--- config.mk ---
export PLATFORM = sky130hd
export DESIGN_NAME = ndd_host_ctrl
export DESIGN_NICKNAME = d
export VERILOG_FILES = /design/src/hw/ndd_pkg.sv /design/src/hw/ndd_host_ctrl.sv
export VERILOG_INCLUDE_DIRS = /design/src /design/src/hw
export SDC_FILE = /design/constraint.sdc
export NUM_CORES = 1
export LEC_CHECK = 0
export BUFFER_PORTS_ARGS = -buffer_cell sky130_fd_sc_hd__buf_2
export CAP_MARGIN = 20
export CORE_UTILIZATION = 35
export CTS_CLUSTER_SIZE = 28
export DETAILED_ROUTE_END_ITERATION = 10
export HOLD_SLACK_MARGIN = 0.06
export MAX_ROUTING_LAYER = met4
export PLACE_DENSITY = 0.62
export SLEW_MARGIN = 40
export SYNTH_ARGS = -nofsm -noshare
export SYNTH_HDL_FRONTEND = slang
export SYNTH_SLANG_ARGS = --single-unit
export TNS_END_PERCENT = 50
--- constraint.sdc ---
create_clock -name clk -period 5.5 [get_ports clk]
set_clock_uncertainty 0.1 [all_clocks]
set_input_delay 0.825 -clock clk [delete_from_list [all_inputs] [get_ports clk]]
set_output_delay 0.825 -clock clk [all_outputs]
set_load 0.05 [all_outputs]
--- src/hw/ndd_cfg.svh ---
`ifndef NDD_CFG_SVH
`define NDD_CFG_SVH
// Register offsets of the controller's own APB map.
`define NDD_REG_CTRL 8'h00
`define NDD_REG_ADDR_A 8'h04
`define NDD_REG_ADDR_B 8'h08
`define NDD_REG_COL 8'h0C
`define NDD_REG_DATA 8'h10
`define NDD_REG_STATUS 8'h14
`define NDD_REG_ID_LO 8'h18
`define NDD_REG_ID_HI 8'h1C
// Control register fields.
`define NDD_CTRL_GO 0
`define NDD_CTRL_OP_LSB 1
`define NDD_CTRL_OP_MSB 3
`define NDD_CTRL_FINAL 4
`define NDD_CTRL_ABORT 5
// Status register fields.
`define NDD_ST_BUSY 0
`define NDD_ST_READY 1
`define NDD_ST_ERR_DIST 2
`define NDD_ST_ERR_BUSY 3
`define NDD_ST_EXT_LSB 8
// Extended status byte fields as read back from the device.
`define NDD_EXT_FAIL_ANY 0
`define NDD_EXT_PB_READY 5
`define NDD_EXT_CACHE_READY 6
`define NDD_EXT_WP 7
// Device command codes.
`define NDD_CMD_READ 8'h00
`define NDD_CMD_READ_GO 8'h30
`define NDD_CMD_ID 8'h90
`define NDD_CMD_ERASE_SETUP 8'h60
`define NDD_CMD_ERASE_GO 8'hD0
`define NDD_CMD_DATA_IN 8'h80
`define NDD_CMD_DATA_IN2 8'h81
`define NDD_CMD_DUAL 8'h11
`define NDD_CMD_COPY 8'h8C
`define NDD_CMD_PROG 8'h10
`define NDD_CMD_CACHE 8'h15
`define NDD_CMD_XSTAT 8'h71
`define NDD_CMD_RESET 8'hFF
// Timing: clock rate and the write-to-busy gap, rounded up to cycles.
`define NDD_CLK_MHZ 20
`define NDD_TWB_NS 100
`define NDD_TWB_CYC ((`NDD_TWB_NS * `NDD_CLK_MHZ + 999) / 1000)
`define NDD_ID_BYTES 5
`endif

--- src/hw/ndd_pkg.sv ---
package ndd_pkg;
  typedef enum logic [1:0] {
    NDD_S_IDLE = 2'b00,
    NDD_S_RUN = 2'b01,
    NDD_S_WAIT = 2'b10
  } ndd_state_t;
  typedef enum logic [2:0] {
    NDD_OP_ID = 3'b000,
    NDD_OP_ERASE = 3'b001,
    NDD_OP_DERASE = 3'b010,
    NDD_OP_DPROG = 3'b011,
    NDD_OP_COPY = 3'b100,
    NDD_OP_XSTAT = 3'b101,
    NDD_OP_RST = 3'b110
  } ndd_op_t;
  typedef enum logic [2:0] {
    NDD_K_CMD = 3'b000,
    NDD_K_ADR = 3'b001,
    NDD_K_DAT = 3'b010,
    NDD_K_RD = 3'b011,
    NDD_K_WAIT = 3'b100,
    NDD_K_END = 3'b101,
    NDD_K_FIN = 3'b110
  } ndd_kind_t;
endpackage : ndd_pkg

--- src/hw/ndd_host_ctrl.sv ---
// Local design decisions: register access over APB and the address map.
`timescale 1ns/1ns
`default_nettype none
`include "ndd_cfg.svh"
module ndd_host_ctrl (
  input wire logic clk,
  input wire logic nrst,
  input wire logic ce,
  input wire logic psel,
  input wire logic penable,
  input wire logic pwrite,
  input wire logic [7:0] paddr,
  input wire logic [31:0] pwdata,
  output logic [31:0] prdata,
  output logic pready,
  output logic pslverr,
  output logic chip_select_n,
  output logic cmd_latch,
  output logic addr_latch,
  output logic write_strobe_n,
  output logic read_strobe_n,
  output logic write_protect_n,
  output logic [7:0] io_out,
  output logic io_oe,
  input wire logic [7:0] io_in,
  input wire logic ready_busy_n
);
  localparam logic [2:0] TWB = 3'(`NDD_TWB_CYC);
  localparam logic [2:0] ID_LAST = 3'(`NDD_ID_BYTES - 1);

  ndd_pkg::ndd_state_t state;
  ndd_pkg::ndd_op_t op;
  logic [4:0] idx;
  logic [1:0] ph;
  logic [2:0] tmr;
  logic [2:0] rcnt;
  logic [12:0] dcnt;
  logic fin;
  logic [5:0] page;
  logic [10:0] blk_a;
  logic [10:0] blk_b;
  logic [12:0] col;
  logic [7:0] fill;
  logic [12:0] dlen;
  logic [39:0] id_bytes;
  logic [7:0] ext_stat;
  logic err_dist;
  logic err_busy;
  logic rb_s1, rb_s2;
  logic [7:0] io_s1, io_s2;
  logic acc, wr_ctrl, go_req, dist_bad, start_ok;
  ndd_pkg::ndd_op_t req_op;
  logic [10:0] item;
  ndd_pkg::ndd_kind_t kind;
  logic [7:0] arg, obyte;
  logic [16:0] row_a, row_b;

  // Step table: each operation is a fixed list of bus cycles.
  function automatic logic [10:0] step_f(input ndd_pkg::ndd_op_t o, input logic [4:0] i);
    logic [7:0] key;
    key = {o, i};
    case (key)
      {ndd_pkg::NDD_OP_ID, 5'h00}: step_f = {ndd_pkg::NDD_K_CMD, `NDD_CMD_ID};
      {ndd_pkg::NDD_OP_ID, 5'h01}: step_f = {ndd_pkg::NDD_K_ADR, 8'h08};
      {ndd_pkg::NDD_OP_ID, 5'h02}: step_f = {ndd_pkg::NDD_K_RD, 8'h00};
      {ndd_pkg::NDD_OP_ERASE, 5'h00}: step_f = {ndd_pkg::NDD_K_CMD, `NDD_CMD_ERASE_SETUP};
      {ndd_pkg::NDD_OP_ERASE, 5'h01}: step_f = {ndd_pkg::NDD_K_ADR, 8'h02};
      {ndd_pkg::NDD_OP_ERASE, 5'h02}: step_f = {ndd_pkg::NDD_K_ADR, 8'h03};
      {ndd_pkg::NDD_OP_ERASE, 5'h03}: step_f = {ndd_pkg::NDD_K_ADR, 8'h04};
      {ndd_pkg::NDD_OP_ERASE, 5'h04}: step_f = {ndd_pkg::NDD_K_CMD, `NDD_CMD_ERASE_GO};
      {ndd_pkg::NDD_OP_ERASE, 5'h05}: step_f = {ndd_pkg::NDD_K_WAIT, 8'h00};
      {ndd_pkg::NDD_OP_DERASE, 5'h00}: step_f = {ndd_pkg::NDD_K_CMD, `NDD_CMD_ERASE_SETUP};
      {ndd_pkg::NDD_OP_DERASE, 5'h01}: step_f = {ndd_pkg::NDD_K_ADR, 8'h02};
      {ndd_pkg::NDD_OP_DERASE, 5'h02}: step_f = {ndd_pkg::NDD_K_ADR, 8'h03};
      {ndd_pkg::NDD_OP_DERASE, 5'h03}: step_f = {ndd_pkg::NDD_K_ADR, 8'h04};
      {ndd_pkg::NDD_OP_DERASE, 5'h04}: step_f = {ndd_pkg::NDD_K_CMD, `NDD_CMD_ERASE_SETUP};
      {ndd_pkg::NDD_OP_DERASE, 5'h05}: step_f = {ndd_pkg::NDD_K_ADR, 8'h05};
      {ndd_pkg::NDD_OP_DERASE, 5'h06}: step_f = {ndd_pkg::NDD_K_ADR, 8'h06};
      {ndd_pkg::NDD_OP_DERASE, 5'h07}: step_f = {ndd_pkg::NDD_K_ADR, 8'h07};
      {ndd_pkg::NDD_OP_DERASE, 5'h08}: step_f = {ndd_pkg::NDD_K_CMD, `NDD_CMD_ERASE_GO};
      {ndd_pkg::NDD_OP_DERASE, 5'h09}: step_f = {ndd_pkg::NDD_K_WAIT, 8'h00};
      {ndd_pkg::NDD_OP_DPROG, 5'h00}: step_f = {ndd_pkg::NDD_K_CMD, `NDD_CMD_DATA_IN};
      {ndd_pkg::NDD_OP_DPROG, 5'h01}: step_f = {ndd_pkg::NDD_K_ADR, 8'h00};
      {ndd_pkg::NDD_OP_DPROG, 5'h02}: step_f = {ndd_pkg::NDD_K_ADR, 8'h01};
      {ndd_pkg::NDD_OP_DPROG, 5'h03}: step_f = {ndd_pkg::NDD_K_ADR, 8'h02};
      {ndd_pkg::NDD_OP_DPROG, 5'h04}: step_f = {ndd_pkg::NDD_K_ADR, 8'h03};
      {ndd_pkg::NDD_OP_DPROG, 5'h05}: step_f = {ndd_pkg::NDD_K_ADR, 8'h04};
      {ndd_pkg::NDD_OP_DPROG, 5'h06}: step_f = {ndd_pkg::NDD_K_DAT, 8'h00};
      {ndd_pkg::NDD_OP_DPROG, 5'h07}: step_f = {ndd_pkg::NDD_K_CMD, `NDD_CMD_DUAL};
      {ndd_pkg::NDD_OP_DPROG, 5'h08}: step_f = {ndd_pkg::NDD_K_WAIT, 8'h00};
      {ndd_pkg::NDD_OP_DPROG, 5'h09}: step_f = {ndd_pkg::NDD_K_CMD, `NDD_CMD_DATA_IN2};
      {ndd_pkg::NDD_OP_DPROG, 5'h0A}: step_f = {ndd_pkg::NDD_K_ADR, 8'h00};
      {ndd_pkg::NDD_OP_DPROG, 5'h0B}: step_f = {ndd_pkg::NDD_K_ADR, 8'h01};
      {ndd_pkg::NDD_OP_DPROG, 5'h0C}: step_f = {ndd_pkg::NDD_K_ADR, 8'h05};
      {ndd_pkg::NDD_OP_DPROG, 5'h0D}: step_f = {ndd_pkg::NDD_K_ADR, 8'h06};
      {ndd_pkg::NDD_OP_DPROG, 5'h0E}: step_f = {ndd_pkg::NDD_K_ADR, 8'h07};
      {ndd_pkg::NDD_OP_DPROG, 5'h0F}: step_f = {ndd_pkg::NDD_K_DAT, 8'h00};
      {ndd_pkg::NDD_OP_DPROG, 5'h10}: step_f = {ndd_pkg::NDD_K_FIN, 8'h00};
      {ndd_pkg::NDD_OP_DPROG, 5'h11}: step_f = {ndd_pkg::NDD_K_WAIT, 8'h00};
      {ndd_pkg::NDD_OP_COPY, 5'h00}: step_f = {ndd_pkg::NDD_K_CMD, `NDD_CMD_READ};
      {ndd_pkg::NDD_OP_COPY, 5'h01}: step_f = {ndd_pkg::NDD_K_ADR, 8'h00};
      {ndd_pkg::NDD_OP_COPY, 5'h02}: step_f = {ndd_pkg::NDD_K_ADR, 8'h01};
      {ndd_pkg::NDD_OP_COPY, 5'h03}: step_f = {ndd_pkg::NDD_K_ADR, 8'h02};
      {ndd_pkg::NDD_OP_COPY, 5'h04}: step_f = {ndd_pkg::NDD_K_ADR, 8'h03};
      {ndd_pkg::NDD_OP_COPY, 5'h05}: step_f = {ndd_pkg::NDD_K_ADR, 8'h04};
      {ndd_pkg::NDD_OP_COPY, 5'h06}: step_f = {ndd_pkg::NDD_K_CMD, `NDD_CMD_READ_GO};
      {ndd_pkg::NDD_OP_COPY, 5'h07}: step_f = {ndd_pkg::NDD_K_WAIT, 8'h00};
      {ndd_pkg::NDD_OP_COPY, 5'h08}: step_f = {ndd_pkg::NDD_K_CMD, `NDD_CMD_COPY};
      {ndd_pkg::NDD_OP_COPY, 5'h09}: step_f = {ndd_pkg::NDD_K_ADR, 8'h00};
      {ndd_pkg::NDD_OP_COPY, 5'h0A}: step_f = {ndd_pkg::NDD_K_ADR, 8'h01};
      {ndd_pkg::NDD_OP_COPY, 5'h0B}: step_f = {ndd_pkg::NDD_K_ADR, 8'h05};
      {ndd_pkg::NDD_OP_COPY, 5'h0C}: step_f = {ndd_pkg::NDD_K_ADR, 8'h06};
      {ndd_pkg::NDD_OP_COPY, 5'h0D}: step_f = {ndd_pkg::NDD_K_ADR, 8'h07};
      {ndd_pkg::NDD_OP_COPY, 5'h0E}: step_f = {ndd_pkg::NDD_K_DAT, 8'h00};
      {ndd_pkg::NDD_OP_COPY, 5'h0F}: step_f = {ndd_pkg::NDD_K_FIN, 8'h00};
      {ndd_pkg::NDD_OP_COPY, 5'h10}: step_f = {ndd_pkg::NDD_K_WAIT, 8'h00};
      {ndd_pkg::NDD_OP_XSTAT, 5'h00}: step_f = {ndd_pkg::NDD_K_CMD, `NDD_CMD_XSTAT};
      {ndd_pkg::NDD_OP_XSTAT, 5'h01}: step_f = {ndd_pkg::NDD_K_RD, 8'h00};
      {ndd_pkg::NDD_OP_RST, 5'h00}: step_f = {ndd_pkg::NDD_K_CMD, `NDD_CMD_RESET};
      {ndd_pkg::NDD_OP_RST, 5'h01}: step_f = {ndd_pkg::NDD_K_WAIT, 8'h00};
      default: step_f = {ndd_pkg::NDD_K_END, 8'h00};
    endcase
  endfunction : step_f

  // Both rows share one page number; the district is the block's low bit.
  assign row_a = {blk_a, page};
  assign row_b = {blk_b, page};
  assign item = step_f(op, idx);
  assign kind = ndd_pkg::ndd_kind_t'(item[10:8]);
  assign arg = item[7:0];

  // Byte placed on the bus for the current step.
  always_comb begin
    case (kind)
      ndd_pkg::NDD_K_CMD: obyte = arg;
      ndd_pkg::NDD_K_FIN: obyte = fin ? `NDD_CMD_PROG : `NDD_CMD_CACHE;
      ndd_pkg::NDD_K_DAT: obyte = fill;
      ndd_pkg::NDD_K_ADR: begin
        case (arg)
          8'h00: obyte = col[7:0];
          8'h01: obyte = {3'h0, col[12:8]};
          8'h02: obyte = row_a[7:0];
          8'h03: obyte = row_a[15:8];
          8'h04: obyte = {7'h00, row_a[16]};
          8'h05: obyte = row_b[7:0];
          8'h06: obyte = row_b[15:8];
          8'h07: obyte = {7'h00, row_b[16]};
          default: obyte = 8'h00;
        endcase
      end
      default: obyte = 8'h00;
    endcase
  end

  // Request decode and the district checks made before anything is sent.
  assign acc = psel & penable & pready;
  assign wr_ctrl = acc & pwrite & (paddr == `NDD_REG_CTRL);
  assign req_op = ndd_pkg::ndd_op_t'(pwdata[`NDD_CTRL_OP_MSB:`NDD_CTRL_OP_LSB]);
  assign go_req = wr_ctrl & pwdata[`NDD_CTRL_GO] & ~pwdata[`NDD_CTRL_ABORT];
  assign dist_bad = (((req_op == ndd_pkg::NDD_OP_DPROG) || (req_op == ndd_pkg::NDD_OP_DERASE))
                     && (blk_a[0] == blk_b[0]))
                    || ((req_op == ndd_pkg::NDD_OP_COPY) && (blk_a[0] != blk_b[0]));
  assign start_ok = go_req & (state == ndd_pkg::NDD_S_IDLE) & ~dist_bad;

  // Ready and data pins cross in through two flip-flops.
  always_ff @(posedge clk) begin
    if (!nrst) begin
      rb_s1 <= 1'b0;
      rb_s2 <= 1'b0;
      io_s1 <= 8'h00;
      io_s2 <= 8'h00;
    end else if (ce) begin
      rb_s1 <= ready_busy_n;
      rb_s2 <= rb_s1;
      io_s1 <= io_in;
      io_s2 <= io_s1;
    end
  end

  // APB slave: two-cycle access phase, unmapped offsets read zero with an error.
  always_ff @(posedge clk) begin
    if (!nrst) begin
      pready <= 1'b0;
      prdata <= 32'h0000_0000;
      pslverr <= 1'b0;
    end else if (ce) begin
      pready <= psel & penable & ~pready;
      pslverr <= 1'b0;
      prdata <= 32'h0000_0000;
      if (psel & penable & ~pready) begin
        case (paddr)
          `NDD_REG_CTRL: prdata <= {31'h0, fin} << `NDD_CTRL_FINAL;
          `NDD_REG_ADDR_A: prdata <= {15'h0, blk_a, page};
          `NDD_REG_ADDR_B: prdata <= {21'h0, blk_b};
          `NDD_REG_COL: prdata <= {19'h0, col};
          `NDD_REG_DATA: prdata <= {3'h0, dlen, 8'h00, fill};
          `NDD_REG_STATUS: prdata <= {16'h0, ext_stat, 4'h0, err_busy, err_dist, rb_s2,
                                      state != ndd_pkg::NDD_S_IDLE};
          `NDD_REG_ID_LO: prdata <= id_bytes[39:8];
          `NDD_REG_ID_HI: prdata <= {24'h0, id_bytes[7:0]};
          default: pslverr <= 1'b1;
        endcase
      end
    end
  end

  // Software-written address and data settings.
  always_ff @(posedge clk) begin
    if (!nrst) begin
      page <= 6'h00;
      blk_a <= 11'h000;
      blk_b <= 11'h001;
      col <= 13'h0000;
      fill <= 8'hFF;
      dlen <= 13'h0000;
    end else if (ce && acc && pwrite) begin
      case (paddr)
        `NDD_REG_ADDR_A: {blk_a, page} <= pwdata[16:0];
        `NDD_REG_ADDR_B: blk_b <= pwdata[10:0];
        `NDD_REG_COL: col <= pwdata[12:0];
        `NDD_REG_DATA: {dlen, fill} <= {pwdata[28:16], pwdata[7:0]};
        default: ;
      endcase
    end
  end

  // Sticky refusal flags; a new refusal wins over a clear in the same cycle.
  always_ff @(posedge clk) begin
    if (!nrst) begin
      err_dist <= 1'b0;
      err_busy <= 1'b0;
    end else if (ce) begin
      if (acc && pwrite && (paddr == `NDD_REG_STATUS)) begin
        err_dist <= err_dist & ~pwdata[`NDD_ST_ERR_DIST];
        err_busy <= err_busy & ~pwdata[`NDD_ST_ERR_BUSY];
      end
      if (go_req && (state == ndd_pkg::NDD_S_IDLE) && dist_bad) begin
        err_dist <= 1'b1;
      end
      if (go_req && (state != ndd_pkg::NDD_S_IDLE)) begin
        err_busy <= 1'b1;
      end
    end
  end

  // Sequencer: each write bus cycle is latch setup, strobe low, strobe high, release; a read holds its strobe low for three cycles.
  always_ff @(posedge clk) begin
    if (!nrst) begin
      state <= ndd_pkg::NDD_S_IDLE;
      op <= ndd_pkg::NDD_OP_ID;
      idx <= 5'h00;
      ph <= 2'h0;
      tmr <= 3'h0;
      rcnt <= 3'h0;
      dcnt <= 13'h0000;
      fin <= 1'b1;
      chip_select_n <= 1'b1;
      cmd_latch <= 1'b0;
      addr_latch <= 1'b0;
      write_strobe_n <= 1'b1;
      read_strobe_n <= 1'b1;
      write_protect_n <= 1'b0;
      io_out <= 8'h00;
      io_oe <= 1'b0;
      id_bytes <= 40'h00_0000_0000;
      ext_stat <= 8'h00;
    end else if (ce) begin
      if (wr_ctrl && pwdata[`NDD_CTRL_ABORT]) begin
        op <= ndd_pkg::NDD_OP_RST;
        state <= ndd_pkg::NDD_S_RUN;
        {idx, ph, rcnt, dcnt} <= 23'h00_0000;
        // Latches stay put so that a write strobe in flight rises with them held.
        {write_strobe_n, read_strobe_n, chip_select_n} <= 3'b110;
      end else if (start_ok) begin
        op <= req_op;
        fin <= pwdata[`NDD_CTRL_FINAL];
        state <= ndd_pkg::NDD_S_RUN;
        {idx, ph, rcnt, dcnt} <= 23'h00_0000;
        chip_select_n <= 1'b0;
        write_protect_n <= 1'b1;
      end else begin
        case (state)
          ndd_pkg::NDD_S_RUN: begin
            case (kind)
              ndd_pkg::NDD_K_CMD, ndd_pkg::NDD_K_ADR, ndd_pkg::NDD_K_DAT, ndd_pkg::NDD_K_FIN: begin
                if ((kind == ndd_pkg::NDD_K_DAT) && (dcnt == dlen)) begin
                  dcnt <= 13'h0000;
                  idx <= idx + 5'h01;
                end else begin
                  ph <= ph + 2'h1;
                  case (ph)
                    2'h0: begin
                      cmd_latch <= (kind == ndd_pkg::NDD_K_CMD) || (kind == ndd_pkg::NDD_K_FIN);
                      addr_latch <= (kind == ndd_pkg::NDD_K_ADR);
                      io_out <= obyte;
                      io_oe <= 1'b1;
                    end
                    2'h1: write_strobe_n <= 1'b0;
                    2'h2: write_strobe_n <= 1'b1;
                    default: begin
                      cmd_latch <= 1'b0;
                      addr_latch <= 1'b0;
                      if (kind == ndd_pkg::NDD_K_DAT) begin
                        dcnt <= dcnt + 13'h0001;
                      end else begin
                        idx <= idx + 5'h01;
                      end
                    end
                  endcase
                end
              end
              ndd_pkg::NDD_K_RD: begin
                ph <= ph + 2'h1;
                if (ph == 2'h0) begin
                  read_strobe_n <= 1'b0;
                  io_oe <= 1'b0;
                end else if (ph == 2'h3) begin
                  read_strobe_n <= 1'b1;
                  if (op == ndd_pkg::NDD_OP_ID) begin
                    id_bytes <= {id_bytes[31:0], io_s2};
                  end else begin
                    ext_stat <= io_s2;
                  end
                  if ((op != ndd_pkg::NDD_OP_ID) || (rcnt == ID_LAST)) begin
                    rcnt <= 3'h0;
                    idx <= idx + 5'h01;
                  end else begin
                    rcnt <= rcnt + 3'h1;
                  end
                end
              end
              ndd_pkg::NDD_K_WAIT: begin
                io_oe <= 1'b0;
                tmr <= TWB;
                idx <= idx + 5'h01;
                state <= ndd_pkg::NDD_S_WAIT;
              end
              default: begin
                state <= ndd_pkg::NDD_S_IDLE;
                chip_select_n <= 1'b1;
                write_protect_n <= 1'b0;
                io_oe <= 1'b0;
              end
            endcase
          end
          ndd_pkg::NDD_S_WAIT: begin
            if (tmr != 3'h0) begin
              tmr <= tmr - 3'h1;
            end else if (rb_s2) begin
              state <= ndd_pkg::NDD_S_RUN;
            end
          end
          default: ;
        endcase
      end
    end
  end

  // Checks on the pin sequences and refusals.
  strobe_setup_a: assert property (@(posedge clk) disable iff (!nrst)
    !write_strobe_n |-> (cmd_latch != addr_latch || !cmd_latch) && io_oe && $past(io_oe))
    else $error("Write strobe without stable latch and data drive.");
  erase_confirm_a: assert property (@(posedge clk) disable iff (!nrst || !ce)
    (!write_strobe_n && cmd_latch && io_out == `NDD_CMD_ERASE_GO)
    |-> ##[1:6] state == ndd_pkg::NDD_S_WAIT)
    else $error("Erase confirm not followed by a busy wait.");
  district_refuse_a: assert property (@(posedge clk) disable iff (!nrst || !ce)
    (go_req && state == ndd_pkg::NDD_S_IDLE && dist_bad)
    |=> state == ndd_pkg::NDD_S_IDLE && err_dist)
    else $error("Bad district pair was not refused.");
  busy_quiet_a: assert property (@(posedge clk) disable iff (!nrst)
    state == ndd_pkg::NDD_S_WAIT |-> write_strobe_n && !cmd_latch && !addr_latch)
    else $error("Bus cycle issued while waiting on busy.");
  wp_high_a: assert property (@(posedge clk) disable iff (!nrst)
    state != ndd_pkg::NDD_S_IDLE && op != ndd_pkg::NDD_OP_RST |-> write_protect_n)
    else $error("Write protect low during an operation.");
  cache_final_a: assert property (@(posedge clk) disable iff (!nrst)
    (!write_strobe_n && cmd_latch && io_out == `NDD_CMD_CACHE) |-> !fin)
    else $error("Cache command sent on a final step.");
  abort_reset_a: assert property (@(posedge clk) disable iff (!nrst || !ce)
    (wr_ctrl && pwdata[`NDD_CTRL_ABORT])
    |=> state == ndd_pkg::NDD_S_RUN && op == ndd_pkg::NDD_OP_RST && idx == 5'h00)
    else $error("Abort did not start a reset command.");
  read_pulse_a: assert property (@(posedge clk) disable iff (!nrst || !ce)
    $fell(read_strobe_n) |-> !read_strobe_n [*3] ##1 read_strobe_n)
    else $error("Read strobe low time is not three cycles.");
  busy_hold_a: assert property (@(posedge clk) disable iff (!nrst || !ce)
    (state == ndd_pkg::NDD_S_WAIT && $past(state) != ndd_pkg::NDD_S_WAIT)
    |-> state == ndd_pkg::NDD_S_WAIT [*3])
    else $error("Busy wait shorter than the write-to-busy gap.");
  apb_pulse_a: assert property (@(posedge clk) disable iff (!nrst)
    pready |=> !pready)
    else $error("Ready held for more than one cycle.");
endmodule : ndd_host_ctrl
`default_nettype wire

### After elaboration in Yosys (flattened, before gate mapping)

Memory sizes are Yosys's and may differ from the RTL's.
Index checks and enable logic that the tools add are counted.

| word-level totals | value |
|---|---|
| memories | 1 |
| logic and storage cells | 259 |
| memory bits (read-only) | 2816 |
| output and inout bits | 49 |
| bits in registers | 211 |

| cells by class | value |
|---|---|
| reductions and logical operators | 71 |
| $add $sub $neg | 5 |
| bitwise gates (word level) | 22 |
| eq/ne operators | 51 |
| mux-type cells | 76 |

Memories:

| memory | words | bits a word | read ports | clocked after memory_dff | write ports | RTL line | text |
|---|---|---|---|---|---|---|---|
| (name not given) | 256 | 11 | 1 | 0 | 0 | ndd_host_ctrl.sv:62 | `case (key)` |

Operators with widths:

| cell | count |
|---|---|
| $pmux 32 s8 | 1 |
| $mux 13 | 7 |
| $pmux 8 s8 | 1 |
| $mux 5 | 9 |
| $eq 8x3->1 const B | 5 |
| $mux 3 | 12 |
| $eq 8x5->1 const B | 4 |
| $mux 32 | 1 |
| $pmux 8 s4 | 1 |
| $ne 4x4->1 const B | 7 |
| $mux 1 | 27 |
| $reduce_and 8->1 | 3 |
| $reduce_bool 3->1 | 8 |
| $reduce_and 7->1 | 3 |
| $reduce_and 5->1 | 4 |
| $reduce_bool 2->1 | 9 |
| $eq 8x2->1 const B | 2 |
| $eq 8x4->1 const B | 2 |
| $logic_not 8->1 | 2 |
| $mux 2 | 8 |
| $pmux 5 s3 | 1 |
| $reduce_and 2->1 | 7 |
| $add 13x1->13 const B | 1 |
| $eq 13x13->1 | 1 |
| 38 further kinds | 99 |

### Longest topological paths before layout

| depth | value |
|---|---|
| word-level depth | 10 |
| mapped depth | 14 |
| gate-level depth less buffers | 11 |

### Worst setup path before layout

OpenSTA, ideal clock, no wires.

| path | value |
|---|---|
| path kind | in2reg |
| from | input port paddr[6] |
| to | register idx[3] |
| data arrival time | 3444 ps |
| stages | 8 |
| path slack | 1886 ps |
| setup time | 70 ps |
| required time | 5330 ps |
| cells stage by stage | or4_1 or3_1 buf_2 or4_4 or3_1 o311a_2 or4_1 a21oi_1 |

| on the way | value |
|---|---|
| cells in the longest elaborated chain, start to end | 8 |
| elaborated cells between the ends (all ways) | 17 |
| those cells by class | eq/ne (5); mux (2); bitwise (5); reduce/logical (5) |

RTL lines:

| what | RTL line | text |
|---|---|---|
| start: declaration | ndd_host_ctrl.sv:12 | `input wire logic [7:0] paddr,` |
| $logic_not 8->1 * | - |  |
| $and 1x1->1 * | ndd_host_ctrl.sv:157 | `` assign wr_ctrl = acc & pwrite & (paddr == `NDD_REG_CTRL); `` |
| $and 1x1->1 (2 in series) | ndd_host_ctrl.sv:159 | `` assign go_req = wr_ctrl & pwdata[`NDD_CTRL_GO] & ~pwdata[`NDD_CTRL_ABORT]; `` |
| $and 1x1->1 (2 in series) | ndd_host_ctrl.sv:163 | `assign start_ok = go_req & (state == ndd_pkg::NDD_S_IDLE) & ~dist_bad;` |
| $ne 5x5->1 (no line) (tied with other cells) | - |  |
| $reduce_and 8->1 (no line) / $mux 5 (equally long branches) | - |  |
| end signal: assignment | ndd_host_ctrl.sv:288 | `idx <= idx + 5'h01;` |
| end signal: assignment | ndd_host_ctrl.sv:306 | `idx <= idx + 5'h01;` |
| end signal: assignment | ndd_host_ctrl.sv:326 | `idx <= idx + 5'h01;` |
| end: declaration | ndd_host_ctrl.sv:33 | `logic [4:0] idx;` |

Mark *: on every way between the ends. The rest lies on a longest branch, timed or not.
A chain may end at the register's enable or synchronous reset.

### Final worst setup path

| path | value |
|---|---|
| from | register idx[1] |
| to | register id_bytes[8] |

| on the way | value |
|---|---|
| cells in the longest elaborated chain, start to end | 3 |

RTL lines:

| what | RTL line | text |
|---|---|---|
| $mem_v2 256x11 | - |  |
| $eq 3x2->1 | ndd_host_ctrl.sv:284 | `case (kind)` |
| $reduce_and 8->1 (no line) | - |  |
| end signal: assignment | ndd_host_ctrl.sv:320 | `id_bytes <= {id_bytes[31:0], io_s2};` |
| end: declaration | ndd_host_ctrl.sv:45 | `logic [39:0] id_bytes;` |

Every way passes these cells.

==> flow_summary.ini <==
[finish]
final_nets = 1433
n_fill_cell = 3057
finalCoreUtilization = 0.413
syn_to_final_growth_pct = 16.2
ff_latch_area_um2 = 4230
diodes = 0
drive_above_1_share = 0.147
final_cells = 1763
multi_input_area_um2 = 5920

[power_and_ir_drop]
p_leak_nw = 4.44
peakVddDrop_uv = 197
power.density_nw_per_um2 = 274

[outcome]
outcome = finished clean

[placement]
placedCellCount = 1722
pre_cts_ws_ns = 1.12
port_buffers = 100
gp_congestion = 0.891
dp_hpwl_um = 23900

[clocking]
cts_hold_buf = 0
cts.path.max_buffers = 3
cts_sinks = 211
clkLatencyLatePin_ns = 0.51
cts_resized = 0
cts.reportedPaths.clkPinSlew_ns = 0.06
cts_buffers = 23
cts_root_buffer = clkbuf_16
post-cts-setup-buffer-count = 0
cts_tree = yes
htreeDepth = 1

[yosys]
ys_ff_latch = 211
syn_inst = 1294
syn_area_per_cell_um2 = 8.14
ys_warn_count = 0
yosysUniqueCellTypes = 80
synth-edff-count = 0
netlist_area_um2 = 10500
synth_nets = 1370
async_reset_ff_frac = 0
synth_ff_type = dfxtp_1
ys_seq_area_frac = 0.401

[floorplanning]
chipHeight_um = 176
dieWidth_um = 176
die_area_um2 = 30800
core_area_um2 = 29600
start_util = 0.356
row_count = 63
io_pins = 104

[run]
maxCapViolations = 0

[detailed_routing]
ant_nets = 0
vias = 10100
drc_errors = 0
wl_per_cell_um = 18.8
wl_met3_um = 2250
wirelength_um = 33100
wl_met1_um = 15100
met2_length_um = 14900
drt-vias-per-instance = 5.70
first_pass_iters = 8
drtIter0Drc = 971
highest_layer = met4

[setup_path]
slowest_delay_ns = 0.71
crit_required_ns = 5.75
critPathBufInv = 2
crit_type = flip-flop to flip-flop
slowest_stage = or4_1
end_kind = flip-flop
worstPathCellList = inv_1, ha_1, a21boi_0, nor4_1, o21ai_1, or4_1, nor3b_4, buf_4, mux2i_1, nor2_1
cp_top_family = simple AND/OR/NAND/NOR gates
path_max_fanout = 40
worstPathArrival_ns = 4.78
crit_path_start_kind = flip-flop

[grt]
grt.overflow.total = 0
grt_pass1_vias = 9236
grt_pass1_wl_um = 51800
groute.usage.overall = 0.216
antenna_found_initial = 0
grt_max_degree = 95

[timing]
finalHoldViolCount = 0
fin_crit_sh = 0.824
relSlewSlack = 0.450
timing.final.ws_setup_ns = 0.968
slew_viol_final = 0
setup_viol = 0
min_period_ns = 4.53
fmax_ghz = 0.221
rsz0062_at_grt = false
worst_pin_slew_ns = 0.822
setup_tns_ns = 0

[worst_hold_path]
hold_path.class = flip-flop to flip-flop
## placed cells by master (no fill, tap or decap), types with 14 or more instances in the layout
master / n
nand2_1: 163
ha_1: 21
clkbuf_16: 23
xor2_1: 16
nor2b_1: 15
a31oi_1: 14
a22oi_1: 35
nand3_1: 52
nor3_1: 21
dfxtp_1: 210
o21ai_0: 29
inv_1: 22
a21oi_1: 131
nor2_1: 180
mux2i_1: 76
buf_2: 100
buf_4: 22
## final timing paths
kind,from,endpoint,slack (ns),depth (start not counted)
setup / recovery,idx[1],id_bytes[8],0.97,10
hold / removal,tmr[2],tmr[2],0.36,1
setup reg to reg,idx[1],id_bytes[8],0.97,10
hold reg to reg,tmr[2],tmr[2],0.36,1
## flip-flops by register name (all words and copies together) (netlist names), 2 cells and up
signal and cells:
blk_b 11, page 6, col 13, op 3, ext_stat 8, id_bytes 40
io_s1 8, fill 8, dcnt 13, state 2, blk_a 11, rcnt 3
dlen 13, ph 2, io_s2 8, prdata 32, idx 5, io_out 8
tmr 3
## per-layer routing
| layer | track usage | vias to the layer above |
|---|---|---|
| met5 | - | - |
| li1 | - | 4765 |
| met4 | 0.0572 | 0 |
| met3 | 0.0275 | 62 |
| met1 | 0.294 | 4811 |
| met2 | 0.337 | 416 |
## report_power, final
group | switching, mW | internal [mW]
Clock | 0.638 | 1.08
Sequential | 0.00482 | 1.53
Combinational | 0.0718 | 0.0305
Total | 0.715 | 2.65
## Yosys cell counts, types with 12 or more instances
cell      instances  area share
a31oi_1          14      0.0083
xor2_1           16       0.013
nor3_1           22       0.010
o21ai_0          29       0.014
clkbuf_1         64       0.023
nand4_1          12      0.0071
nor2b_1          15      0.0089
mux2i_1          76       0.072
a211oi_1         12      0.0085
a22oi_1          35       0.025
nor2_1          182       0.065
dfxtp_1         211        0.40
nand3_1          52       0.025
a21oi_1         131       0.062
inv_1            22      0.0078
ha_1             21       0.025
nand2_1         163       0.058
## final cells by class
type / instances / share of cell area
Clock buffer: 30 / 0.0540
Clock inverter: 11 / 0.0155
Inverter: 25 / 0.00807
Multi-Input combinational cell: 974 / 0.483
Sequential cell: 211 / 0.345
Tap cell: 390 / 0.0398
Timing Repair Buffer: 122 / 0.0543
## kinds of logic after synthesis
kind of cell | share of synthesized area
adder cells (fa/ha/maj) | 0.0249
XOR/XNOR | 0.0224
AO/OA/AOI/OAI | 0.196
multiplexers | 0.0850
buffers and inverters | 0.0416
AND/OR/NAND/NOR | 0.230
flip-flops | 0.401
## metrics by stage
step	hold WS [ns]	area, um^2	power (mW)
final	0.365	12200	3.36
after global routing	0.395	12200	3.46
after CTS	0.368	12200	3.39
after detailed placement	0.359	11400	1.67
after global placement	0.354	11400	1.67
after floorplan	0.336	10500	1.63
Note: power is estimated with default switching activity, not from simulation.
